==> src/position_latch_pkg.sv <==
// Constants, field layouts and carrier types for the two-channel position latch.
`default_nettype none

package position_latch_pkg;

   // ***************************************************************
   // Object indexes of the process image
   // ***************************************************************
   localparam logic [15:0] IDX_FUNCTION_WORD = 16'h60B8; // Function word
   localparam logic [15:0] IDX_STATUS_WORD   = 16'h60B9; // Status word
   localparam logic [15:0] IDX_RISE1_POS     = 16'h60BA; // Channel one rise
   localparam logic [15:0] IDX_FALL1_POS     = 16'h60BB; // Channel one fall
   localparam logic [15:0] IDX_RISE2_POS     = 16'h60BC; // Channel two rise
   localparam logic [15:0] IDX_FALL2_POS     = 16'h60BD; // Channel two fall

   // ***************************************************************
   // Widths and reset values
   // ***************************************************************
   localparam int          NUM_CH      = 2;         // Capture channels
   localparam int          LANE_W      = 8;         // Bits per channel lane
   localparam int          WORD_W      = 16;        // Function/status width
   localparam int          POS_W       = 32;        // Position width
   localparam int          FILT_CNT_W  = 8;         // Filter counter width
   localparam int          SET_W       = 10;        // Filter setting width
   localparam logic [15:0] FUNC_RESET  = 16'h0000;  // Function word reset
   localparam logic [7:0]  LANE_RESET  = 8'h00;     // Status lane reset
   localparam logic [31:0] POS_RESET   = 32'h0000_0000; // Position reset
   localparam logic [1:0]  POL_RESET   = 2'h0;      // Polarity before strap

   // ***************************************************************
   // Filter timing
   // ***************************************************************
   localparam int          CLK_PERIOD_NS   = 50;    // 20 MHz control clock
   localparam int          FILT_UNIT_NS    = 10;    // Filter setting unit
   localparam logic [9:0]  FILT_SET_MAX    = 10'h3E8; // 1000 units ceiling

   // ***************************************************************
   // Carriers: one lane of the function word and of the status word
   // ***************************************************************
   typedef struct packed {
      logic [1:0] unused_hi;   // Host keeps zero
      logic       fall_en;     // Capture on falling edge
      logic       rise_en;     // Capture on rising edge
      logic       unused_lo;   // Host keeps zero
      logic       src_zero;    // 1: encoder zero pulse, 0: external probe
      logic       continuous;  // 1: every event, 0: first event of each edge only
      logic       enable;      // Channel armed
   } lane_ctrl_t;

   typedef struct packed {
      logic [1:0] capture_cnt; // Continuous captures, wraps 0..3
      logic [2:0] reserved;    // Reads zero
      logic       fall_stored; // Falling capture held
      logic       rise_stored; // Rising capture held
      logic       enabled;     // Channel armed
   } lane_stat_t;

endpackage

`default_nettype wire

==> src/position_latch_probes.sv <==
// Top of the two-channel position latch: function word, triggers, captures.
`timescale 1ns/1ns
`default_nettype none

module position_latch_probes
   import position_latch_pkg::*;
(
   input  wire logic              MCLK,                      // 20 MHz clock
   input  wire logic              RST,                       // Async reset
   input  wire logic              FUNC_WR,                   // Function write
   input  wire logic [WORD_W-1:0] FUNC_WDATA,                // Function data
   input  wire logic [POS_W-1:0]  FEEDBACK_POS,              // Motor position
   input  wire logic              EXTERNAL_PROBE_INPUT_ONE,  // Probe pin 1
   input  wire logic              EXTERNAL_PROBE_INPUT_TWO,  // Probe pin 2
   input  wire logic              ENCODER_ZERO,              // Index pulse
   input  wire logic [SET_W-1:0]  PROBE_FILTER_TIME_SETTING, // 10 ns units
   input  wire logic [1:0]        PROBE_POLARITY_SETTING,    // 1: invert
   output var  logic [WORD_W-1:0] FUNC_WORD,                 // Readback
   output var  logic [WORD_W-1:0] STATUS_WORD,               // Status
   output var  logic [POS_W-1:0]  PROBE1_RISE_POSITION,      // Ch1 rising
   output var  logic [POS_W-1:0]  PROBE1_FALL_POSITION,      // Ch1 falling
   output var  logic [POS_W-1:0]  PROBE2_RISE_POSITION,      // Ch2 rising
   output var  logic [POS_W-1:0]  PROBE2_FALL_POSITION       // Ch2 falling
);

   // ***************************************************************
   // Declarations
   // ***************************************************************
   logic [WORD_W-1:0]     func_q;        // Function word as written
   logic [WORD_W-1:0]     func_d;
   logic [SET_W-1:0]      set_clamped;   // Filter setting, at most 1000
   logic [15:0]           filt_ns;       // Filter time in ns
   logic [15:0]           filt_cyc_wide; // Filter time in cycles, rounded up
   logic [FILT_CNT_W-1:0] filt_cycles;   // Same, at counter width
   logic [NUM_CH-1:0]     probe_raw;     // Probe pins per channel
   logic [NUM_CH-1:0]     probe_filt;    // Filtered probe levels
   logic [1:0]            polarity;      // Inversion caught at restart

   // ***************************************************************
   // Function word
   // ***************************************************************
   // Stored exactly as written; the unused bits are the host's to keep
   // clear, and since no lane logic reads them a stray one is harmless.
   always_comb begin
      func_d = func_q;
      if (FUNC_WR) begin
         func_d = FUNC_WDATA;
      end
   end

   // Function word register, zero from reset
   always_ff @(posedge MCLK or posedge RST) begin
      if (RST) begin
         func_q <= FUNC_RESET;
      end else begin
         func_q <= func_d;
      end
   end

   // Readback comes from the flop itself
   assign FUNC_WORD = func_q;

   // ***************************************************************
   // Filter time conversion
   // ***************************************************************
   // The setting is a least stable time, so cycles round up. Values
   // beyond the documented range are clamped rather than wrapped.
   always_comb begin
      set_clamped   = (PROBE_FILTER_TIME_SETTING > FILT_SET_MAX) ?
                      FILT_SET_MAX : PROBE_FILTER_TIME_SETTING;
      filt_ns       = 16'(set_clamped * FILT_UNIT_NS);
      filt_cyc_wide = 16'((filt_ns + 16'(CLK_PERIOD_NS - 1)) / 16'(CLK_PERIOD_NS));
      filt_cycles   = filt_cyc_wide[FILT_CNT_W-1:0];
   end

   // ***************************************************************
   // Probe conditioning
   // ***************************************************************
   assign probe_raw = {EXTERNAL_PROBE_INPUT_TWO, EXTERNAL_PROBE_INPUT_ONE};

   // Polarity is taken only once after restart
   restart_strap u_polarity (
      .clk     (MCLK),
      .rst     (RST),
      .setting (PROBE_POLARITY_SETTING),
      .held    (polarity)
   );

   // ***************************************************************
   // Capture channels
   // ***************************************************************
   // Both lanes are identical copies of one block and share nothing but
   // the position input, the filter time and the encoder zero pulse, so both may be
   // armed and capture in the very same cycle.
   for (genvar ch = 0; ch < NUM_CH; ch++) begin : g_ch

      lane_ctrl_t       ctrl;        // This lane of the function word
      lane_stat_t       stat_q;      // This lane of the status word
      lane_stat_t       stat_d;
      logic             armed_q;     // Enable as seen last cycle
      logic             armed_d;
      logic             active;      // Probe level, polarity applied
      logic             trig;        // Selected trigger level
      logic             trig_q;      // Trigger level last cycle
      logic             trig_d;
      logic             rise_evt;    // Rising edge of the trigger
      logic             fall_evt;    // Falling edge of the trigger
      logic             take_rise;   // Capture rising this cycle
      logic             take_fall;   // Capture falling this cycle
      logic             rise_st_q;   // Rising capture stored
      logic             rise_st_d;
      logic             fall_st_q;   // Falling capture stored
      logic             fall_st_d;
      logic [1:0]       cnt_q;       // Continuous capture count
      logic [1:0]       cnt_d;
      logic [POS_W-1:0] rise_pos_q;  // Rising capture position
      logic [POS_W-1:0] rise_pos_d;
      logic [POS_W-1:0] fall_pos_q;  // Falling capture position
      logic [POS_W-1:0] fall_pos_d;

      // Each lane reads its own byte of the function word
      assign ctrl = lane_ctrl_t'(func_q[ch*LANE_W +: LANE_W]);

      // Glitch filter on this lane's probe pin
      probe_filter u_filter (
         .clk   (MCLK),
         .rst   (RST),
         .raw   (probe_raw[ch]),
         .limit (filt_cycles),
         .filt  (probe_filt[ch])
      );

      // Trigger source and edge detection
      // Without inversion the probe is active low, so the pin level is
      // flipped; with inversion set it is taken as active high.
      always_comb begin
         active   = polarity[ch] ? probe_filt[ch] : ~probe_filt[ch];
         // Source select: encoder zero pulse or this lane's probe
         trig     = ctrl.src_zero ? ENCODER_ZERO : active;
         trig_d   = trig;
         rise_evt = trig & ~trig_q;
         fall_evt = ~trig & trig_q;
      end

      // Trigger history runs always, so enabling sees no false edge
      always_ff @(posedge MCLK or posedge RST) begin
         if (RST) begin
            trig_q <= 1'b0;
         end else begin
            trig_q <= trig_d;
         end
      end

      // Capture decision and next state
      // A capture needs the lane enabled now and already a cycle ago, so
      // the clear made on enabling never meets a capture in one cycle.
      always_comb begin
         armed_d    = ctrl.enable;
         rise_st_d  = rise_st_q;
         fall_st_d  = fall_st_q;
         cnt_d      = cnt_q;
         rise_pos_d = rise_pos_q;
         fall_pos_d = fall_pos_q;
         // Single mode: a stored edge blocks further captures of that edge
         take_rise  = ctrl.enable & armed_q & ctrl.rise_en & rise_evt &
                      (ctrl.continuous | ~rise_st_q);
         take_fall  = ctrl.enable & armed_q & ctrl.fall_en & fall_evt &
                      (ctrl.continuous | ~fall_st_q);
         if (ctrl.enable & ~armed_q) begin
            // Fresh enable: forget earlier captures and restart count
            rise_st_d = 1'b0;
            fall_st_d = 1'b0;
            cnt_d     = '0;
         end
         if (take_rise) begin
            // Position and flag move together on this edge
            rise_pos_d = FEEDBACK_POS;
            rise_st_d  = 1'b1;
         end
         if (take_fall) begin
            fall_pos_d = FEEDBACK_POS;
            fall_st_d  = 1'b1;
         end
         if (ctrl.continuous & (take_rise | take_fall)) begin
            // Two-bit counter wraps from 3 back to 0
            cnt_d = cnt_q + 2'b01;
         end
      end

      // Status lane built from next values, in step with the positions
      always_comb begin
         stat_d             = lane_stat_t'(LANE_RESET);
         stat_d.enabled     = ctrl.enable;
         stat_d.rise_stored = rise_st_d;
         stat_d.fall_stored = fall_st_d;
         stat_d.capture_cnt = cnt_d;
      end

      // Lane registers
      always_ff @(posedge MCLK or posedge RST) begin
         if (RST) begin
            armed_q    <= 1'b0;
            rise_st_q  <= 1'b0;
            fall_st_q  <= 1'b0;
            cnt_q      <= '0;
            rise_pos_q <= POS_RESET;
            fall_pos_q <= POS_RESET;
            stat_q     <= lane_stat_t'(LANE_RESET);
         end else begin
            armed_q    <= armed_d;
            rise_st_q  <= rise_st_d;
            fall_st_q  <= fall_st_d;
            cnt_q      <= cnt_d;
            rise_pos_q <= rise_pos_d;
            fall_pos_q <= fall_pos_d;
            stat_q     <= stat_d;
         end
      end
   end

   // ***************************************************************
   // Output assembly
   // ***************************************************************
   // Lane one fills the upper status byte, mirroring lane zero
   assign STATUS_WORD          = {g_ch[1].stat_q, g_ch[0].stat_q};
   // Each lane's own pair of position registers
   assign PROBE1_RISE_POSITION = g_ch[0].rise_pos_q;
   assign PROBE1_FALL_POSITION = g_ch[0].fall_pos_q;
   assign PROBE2_RISE_POSITION = g_ch[1].rise_pos_q;
   assign PROBE2_FALL_POSITION = g_ch[1].fall_pos_q;

endmodule

`default_nettype wire

==> src/probe_filter.sv <==
// Digital glitch filter for one external probe input.
`timescale 1ns/1ns
`default_nettype none

module probe_filter
   import position_latch_pkg::*;
(
   input  wire logic                  clk,      // Control clock
   input  wire logic                  rst,      // Async reset, active high
   input  wire logic                  raw,      // Unfiltered pin level
   input  wire logic [FILT_CNT_W-1:0] limit,    // Stable cycles required
   output var  logic                  filt      // Filtered level
);

   logic                  filt_q;  // Accepted level
   logic                  filt_d;
   logic [FILT_CNT_W-1:0] cnt_q;   // Cycles the new level has held
   logic [FILT_CNT_W-1:0] cnt_d;

   // ***************************************************************
   // Next state
   // ***************************************************************
   // A new level is accepted only after it has held for limit cycles;
   // a limit of zero passes the pin with a single cycle of delay.
   always_comb begin
      filt_d = filt_q;
      cnt_d  = '0;
      if (raw != filt_q) begin
         // Limit is read live, so a new setting applies at once
         if (cnt_q >= limit) begin
            filt_d = raw;
         end else begin
            cnt_d = cnt_q + 1'b1;
         end
      end
   end

   // Registers
   always_ff @(posedge clk or posedge rst) begin
      if (rst) begin
         filt_q <= 1'b0;
         cnt_q  <= '0;
      end else begin
         filt_q <= filt_d;
         cnt_q  <= cnt_d;
      end
   end

   assign filt = filt_q;

endmodule

`default_nettype wire

==> src/restart_strap.sv <==
// Catches a setting once after reset release and holds it until restart.
`timescale 1ns/1ns
`default_nettype none

module restart_strap
   import position_latch_pkg::*;
(
   input  wire logic       clk,      // Control clock
   input  wire logic       rst,      // Async reset, active high
   input  wire logic [1:0] setting,  // Live setting level
   output var  logic [1:0] held      // Value taken at restart
);

   logic       taken_q;  // Setting already caught
   logic       taken_d;
   logic [1:0] held_q;   // Caught value
   logic [1:0] held_d;

   // ***************************************************************
   // Capture once
   // ***************************************************************
   // The reset itself loads a constant; the live level is sampled by
   // the first clock after release, so later changes need a restart.
   always_comb begin
      taken_d = 1'b1;
      held_d  = taken_q ? held_q : setting;
   end

   // Registers
   always_ff @(posedge clk or posedge rst) begin
      if (rst) begin
         taken_q <= 1'b0;
         held_q  <= POL_RESET;
      end else begin
         taken_q <= taken_d;
         held_q  <= held_d;
      end
   end

   assign held = held_q;

endmodule

`default_nettype wire

==> config.mk <==
export PLATFORM = sky130hd
export DESIGN_NAME = position_latch_probes
export DESIGN_NICKNAME = d
export VERILOG_FILES = /design/src/position_latch_pkg.sv /design/src/position_latch_probes.sv /design/src/probe_filter.sv /design/src/restart_strap.sv
export SDC_FILE = /design/constraint.sdc
export NUM_CORES = 1
export LEC_CHECK = 0
export BUFFER_PORTS_ARGS = -buffer_cell sky130_fd_sc_hd__buf_2
export CAP_MARGIN = 30
export CELL_PAD_IN_SITES_DETAIL_PLACEMENT = 1
export CELL_PAD_IN_SITES_GLOBAL_PLACEMENT = 2
export CORE_MARGIN = 3
export CORE_UTILIZATION = 35
export CTS_CLUSTER_SIZE = 16
export DETAILED_ROUTE_END_ITERATION = 12
export PLACE_DENSITY_LB_ADDON = 0.1
export SLEW_MARGIN = 20
export SYNTH_ARGS = -nofsm -noshare
export SYNTH_HDL_FRONTEND = slang
export SYNTH_SLANG_ARGS = --single-unit
==> constraint.sdc <==
create_clock -name MCLK -period 7.21 [get_ports MCLK]
set_clock_uncertainty 0.2 [all_clocks]
set_input_delay 1.0815 -clock MCLK [delete_from_list [all_inputs] [get_ports MCLK]]
set_output_delay 1.0815 -clock MCLK [all_outputs]
set_load 0.03 [all_outputs]
# Word level (Yosys, flattened, before mapping)
# Cells that the tools add are included.
dict set report word_totals {
  ff_bits 177
  output_inout_bits 160
}
dict set report op_classes {
  addsub 5
  mul 1
  n_div 1
  order_cmp 3
  eq_ne 2
  mux 19
  n_bitwise 40
  reduce_logical 8
}
# op count
set ops {}
lappend ops {{$mux 8} 4}
lappend ops {{$and 1x1->1} 22}
lappend ops {{$add 8x1->8 const B} 2}
lappend ops {{$div 16x6->16 const B} 1}
lappend ops {{$ge 8x8->1} 2}
lappend ops {{$add 14x6->15 const B} 1}
lappend ops {{$mul 10x3->13 const B} 1}
lappend ops {{$not 1->1} 12}
lappend ops {{$reduce_bool 2->1} 6}
lappend ops {{$gt 10x10->1 const B} 1}
lappend ops {{$mux 1} 10}
lappend ops {{$mux 10} 1}
lappend ops {{$mux 2} 4}
lappend ops {{$or 1x1->1} 6}
lappend ops {{$add 2x1->2 const B} 2}
lappend ops {{$reduce_and 2->1} 2}
lappend ops {{$ne 1x1->1} 2}

# Longest topological paths before layout
dict set report logic_depth {
  ltp_word 10
  depth_mapped 47
}

# Modules after synthesis
# From an unflattened synthesis, not the netlist that was laid out.
dict set report hier_totals {
  hier_cells 987
  area_unflattened_um2 9816.9
}
# module instances cells_per_inst area_per_inst_um2 seq_area_each_um2
set modules_own_cells {}
lappend modules_own_cells {position_latch_probes 1 858 8465.6 3903.7}
lappend modules_own_cells {probe_filter 2 61 623.1 225.2}
lappend modules_own_cells {restart_strap 1 7 105.1 75.1}

# Least setup slack after synthesis
# Ideal clock, no wire load.
dict set report synth_path {
  path_type {in2reg}
  startpoint {in PROBE_FILTER_TIME_SETTING[9]}
  endpoint {reg g_ch[0].u_filter.filt_q}
  setup_time_ns 0.125
  arrival_ns 10.076
  setup_slack_ns -3.191
  cell_stages 44
  n_path_buf 2
  cell_sequence {clkbuf_1 > nand3_1 > nor2_1 > o21ai_0 > nand2_1 > inv_1 > ha_1 > ha_1 > inv_1 > fa_1 > xnor2_2 > or4b_4 > and2_4 > buf_6 > o31ai_4 > o21ai_1 > o311a_1 > a311o_1 > [... 8 more ...] > o21ai_4 > xnor2_2 > ha_1 > or3_1 > o211ai_1 > o31ai_1 > ha_1 > nand2b_1 > a21oi_1 > nor2b_1 > o21ai_0 > nand2b_1 > a21oi_1 > nor2b_1 > o21ai_0 > nand2b_1 > a21oi_1 > mux2_2}
}
dict set report synth_between {
  elab_chain_cells 7
}
# element line
set synth_rtl {}
lappend synth_rtl {{start, declared} position_latch_probes.sv:16} ;# input wire logic [SET_W-1:0] PROBE_FILTER_TIME_SETTING,
lappend synth_rtl {{$gt 10x10->1} position_latch_probes.sv:69} ;# set_clamped = (PROBE_FILTER_TIME_SETTING > FILT_SET_MAX) ?
lappend synth_rtl {{$mux 10 (*)} position_latch_probes.sv:69}
lappend synth_rtl {{$mul 10x3->13 (*)} position_latch_probes.sv:71} ;# filt_ns = 16'(set_clamped * FILT_UNIT_NS);
lappend synth_rtl {{$add 14x6->15 (*)} position_latch_probes.sv:72} ;# filt_cyc_wide = 16'((filt_ns + 16'(CLK_PERIOD_NS - 1)) / 16'(CLK_PERIOD_NS));
lappend synth_rtl {{$div 16x6->16 (*)} position_latch_probes.sv:72}
lappend synth_rtl {{$ge 8x8->1 (*)} probe_filter.sv:30} ;# if (cnt_q >= limit) begin
lappend synth_rtl {{$reduce_and 2->1 (no source line) (*)} -}
lappend synth_rtl {{end signal, assigned} probe_filter.sv:44} ;# filt_q <= filt_d;
lappend synth_rtl {{end, declared} probe_filter.sv:15} ;# logic filt_q;
# Every way passes the cells marked *; elsewhere a longest branch is shown, timed or not.
# A chain may end at the register's enable or synchronous reset.

# Worst setup path after layout
dict set report layout_path {
  startpoint {in PROBE_FILTER_TIME_SETTING[2]}
  endpoint {reg g_ch[1].u_filter.filt_q}
}
dict set report layout_between {
  elab_chain_cells 7
}
# element line
set layout_rtl {}
lappend layout_rtl {{$gt 10x10->1} position_latch_probes.sv:69}
lappend layout_rtl {{$mux 10 (*)} position_latch_probes.sv:69}
lappend layout_rtl {{$mul 10x3->13 (*)} position_latch_probes.sv:71}
lappend layout_rtl {{$add 14x6->15 (*)} position_latch_probes.sv:72}
lappend layout_rtl {{$div 16x6->16 (*)} position_latch_probes.sv:72}
lappend layout_rtl {{$ge 8x8->1 (*)} probe_filter.sv:30}
lappend layout_rtl {{$reduce_and 2->1 (no source line) (*)} -}
lappend layout_rtl {{end signal, assigned} probe_filter.sv:44}
lappend layout_rtl {{end, declared} probe_filter.sv:15}
# Marks and branches as above.

==> results.py <==
metrics = {
    "worst_setup_path": {
        "start_kind": "input port",
        "cp.arrival_ps": 10040,
        "crit_top_cell": "buf_4",
        "r2r_start": "g_ch[1].u_filter.cnt_q[0]$_DFF_PP0_",
        "startpoint": "PROBE_FILTER_TIME_SETTING[2]",
        "critPathSlowestCell": "or4b_4",
        "reg2reg_to": "g_ch[1].u_filter.filt$_DFFE_PP0P_",
        "cp-end-kind": "flip-flop",
        "crit_type": "in2reg",
        "rr_worst_depth": 13,
        "slowest_delay_ps": 480,
        "rrSetupSlack_ps": 4680,
        "crit_fanout": 7,
        "required_ps": 7330,
    },
    "yosys": {
        "syn_area_sq_um": 9800,
        "ys_async_sr_fraction_pct": 100,
        "ys_seq_area_share_pct": 45.2,
        "yosys-top-cells-area": "dfrtp_1 (45%), mux2_2 (17%), ha_1 (4.6%)",
        "synth_area_per_cell_sq_um": 11.6,
        "synth_edf_count": 0,
        "ys_ff_latch": 177,
        "synth_largest_area_cell": "dfrtp_1",
        "synth_cell_types": 97,
        "synth_top_area_share_pct": 45.2,
        "yosysMostFrequentCell": "dfrtp_1",
        "synthCells": 845,
        "ys.warnings.count": 0,
        "synth_ff_type": "dfrtp_1",
        "synth_common_cells": "dfrtp_1 (177), mux2_2 (146), nand2_1 (58)",
    },
    "routing": {
        "first_pass_iters": 4,
        "vias_per_cell": 5.06,
        "ant_nets": 0,
        "drcViolationCount": 0,
        "wire_per_inst_microns": 18.8,
        "wl_microns": 30600,
        "first_iter_violations": 262,
        "routed-via-count": 8241,
    },
    "cells_and_area": {
        "area_delta_synth_final_pct": 41.3,
        "nNetsFinal": 1348,
        "multi_input_area_sq_um": 5600,
        "drive_gt1_share_pct": 55.9,
        "diodes": 0,
        "regArea_sq_um": 4430,
        "fin_cells": 1630,
        "fillers": 3000,
    },
    "timing": {
        "maxSlewHeadroom_pct": 47.4,
        "setup_viol": 18,
        "max_freq_mhz": 101,
        "period_minus_slack_ps": 9920,
        "slew_violations": 0,
        "rsz0062_at_grt": "yes",
        "fin_ws_ps": -2710,
        "timing.setup.tns_ps": -46830,
        "final-hold-violation-count": 0,
        "timing.hold.ws_ps": 282,
        "worst_pin_slew_ps": 790,
        "post-route-period-util_pct": 138,
    },
    "clocking": {
        "clk_pin_slew_worst_paths_ps": 80,
        "clockBufferDepth": 2,
        "cts_root_buf": "clkbuf_16",
        "htree_levels": 4,
        "postCtsHoldBufs": 0,
        "cts_tree": "done",
        "cts_buffers": 17,
        "cts_sinks": 177,
        "insertion_delay_ps": 430,
    },
    "global_routing": {
        "grt_pass1_vias": 9041,
        "grt_max_degree": 88,
        "grt_busiest_layer": "met2",
        "antenna_found_initial": 3,
        "grt.total_usage_pct": 20.3,
        "grt_use_met1_pct": 23.7,
        "overflow": 0,
        "grtUsageMet2_pct": 35.9,
        "grt_util_met3_pct": 6.96,
        "grt_pass1_wl_microns": 49400,
    },
    "placement": {
        "port_buffers": 219,
        "gp_congestion": 0.812,
        "dpl.hpwl_microns": 22800,
        "place_inst": 1570,
    },
    "floorplan": {
        "core_region_area_sq_um": 27300,
        "ios": 226,
        "fp.dieH_microns": 173,
        "rows": 60,
        "die_x_microns": 173,
        "initial_core_util_pct": 36.0,
        "die_area_sq_um": 30000,
    },
    "job": {
        "maxCapViolCount": 0,
    },
    "status": {
        "outcome": "finished, violations left",
        "violations": "setup timing",
    },
    "hold_path": {
        "min-delay-path-class": "reg2reg",
        "min_path_cells": 0,
        "hp-start": "FUNC_WORD[8]$_DFFE_PP0P_",
        "holdPathEnd": "g_ch[1].armed_q$_DFF_PP0_",
    },
}
-- metrics by stage --
step,setup WS [ps],area (sq um),util (%)
floorplan,-2870,9860,-
global placement,-3330,12500,45.9
detailed placement,-3510,12500,45.9
CTS,-2720,13400,49.3
global route,-3190,13800,50.8
finish,-2710,13800,50.8
-- how the worst max path moves through the flow --
stage / to / depth (start not counted)
after floorplan: g_ch[0].u_filter.filt$_DFFE_PP0P_ / 43
final: g_ch[1].u_filter.filt$_DFFE_PP0P_ / 47
after CTS: g_ch[1].u_filter.filt$_DFFE_PP0P_ / 43
after global routing: g_ch[0].u_filter.filt$_DFFE_PP0P_ / 46
after global placement: g_ch[1].u_filter.filt$_DFFE_PP0P_ / 43
after detailed placement: g_ch[1].u_filter.filt$_DFFE_PP0P_ / 46
-- cell families (layout without fill, tap and decap cells) --
kind of cell | Yosys count | count (layout) | synth area share (%)
buffers and inverters | 62 | 469 | 2.97
AND/OR/NAND/NOR | 207 | 207 | 11.3
flip-flops | 177 | 177 | 45.2
multiplexers | 154 | 154 | 18.0
adder cells (fa/ha/maj) | 37 | 37 | 4.80
XOR/XNOR | 43 | 43 | 4.44
AO/OA/AOI/OAI | 163 | 164 | 13.3
other | 2 | 7 | 0.0766
-- per-layer routing --
| metal | up-vias | share of wire (%) |
|---|---|---|
| met5 | - | 0.11 |
| met4 | 6 | 1.5 |
| met3 | 36 | 6.5 |
| met2 | 142 | 51 |
| met1 | 4164 | 41 |
| li1 | 3893 | - |
-- cell usage in the layout, fill, tap and decap left out, types with 7 or more instances in the layout --
cell type	count
ha_1	33
nand4_1	17
inv_8	7
clkbuf_16	17
nand2b_1	12
a21oi_1	19
inv_1	16
dfrtp_1	177
nand2_1	54
mux2_2	144
o21ai_0	17
xnor2_1	15
a21o_1	11
and3_1	8
buf_6	8
buf_4	189
nand3_1	22
a21oi_2	8
o211ai_1	11
xor2_1	18
buf_2	218
nor2_1	33
conb_1	7
-- sequential cells by signal, summed over array words and instances, names as in the netlist --
| signal | flops |
|---|---|
| PROBE2_RISE_POSITION | 32 |
| g_ch.u_filter.cnt_q | 16 |
| g_ch.rise_st_q | 2 |
| u_polarity.taken_q | 1 |
| PROBE2_FALL_POSITION | 32 |
| FUNC_WORD | 16 |
| g_ch.cnt_q | 4 |
| g_ch.armed_q | 2 |
| u_polarity.held | 2 |
| g_ch.u_filter.filt | 2 |
| g_ch.trig_q | 2 |
| PROBE1_FALL_POSITION | 32 |
| PROBE1_RISE_POSITION | 32 |
| g_ch.fall_st_q | 2 |
-- critical path: cells and delay by family --
kind	cells	cell delay [ps]
AO/OA/AOI/OAI	18	3630
XOR/XNOR	3	540
adder cells (fa/ha/maj)	4	1050
buffers and inverters	7	940
multiplexers	2	650
AND/OR/NAND/NOR	13	2130
-- timing repair --
| action | in CTS | in global routing |
|---|---|---|
| buffers inserted | 14 | 14 |
| pin swaps | 60 | 35 |
| endpoints found under the setup margin | 18 | 18 |
| cloned | 0 | 1 |
| endpoints found under the hold margin | 0 | 0 |
| resized for setup | 46 | 52 |
-- layout make-up --
| class | instances | share of cell area [%] |
|---|---|---|
| Sequential cell | 177 | 32.0 |
| Clock inverter | 15 | 1.39 |
| Inverter | 19 | 0.551 |
| Tap cell | 372 | 3.36 |
| Timing Repair Buffer | 418 | 19.2 |
| Clock buffer | 17 | 3.07 |
| Multi-Input combinational cell | 612 | 40.5 |
Power is left out: the tool's default activity adds up to more than one toggle a clock period on the data nets, which glitch-free logic cannot reach.
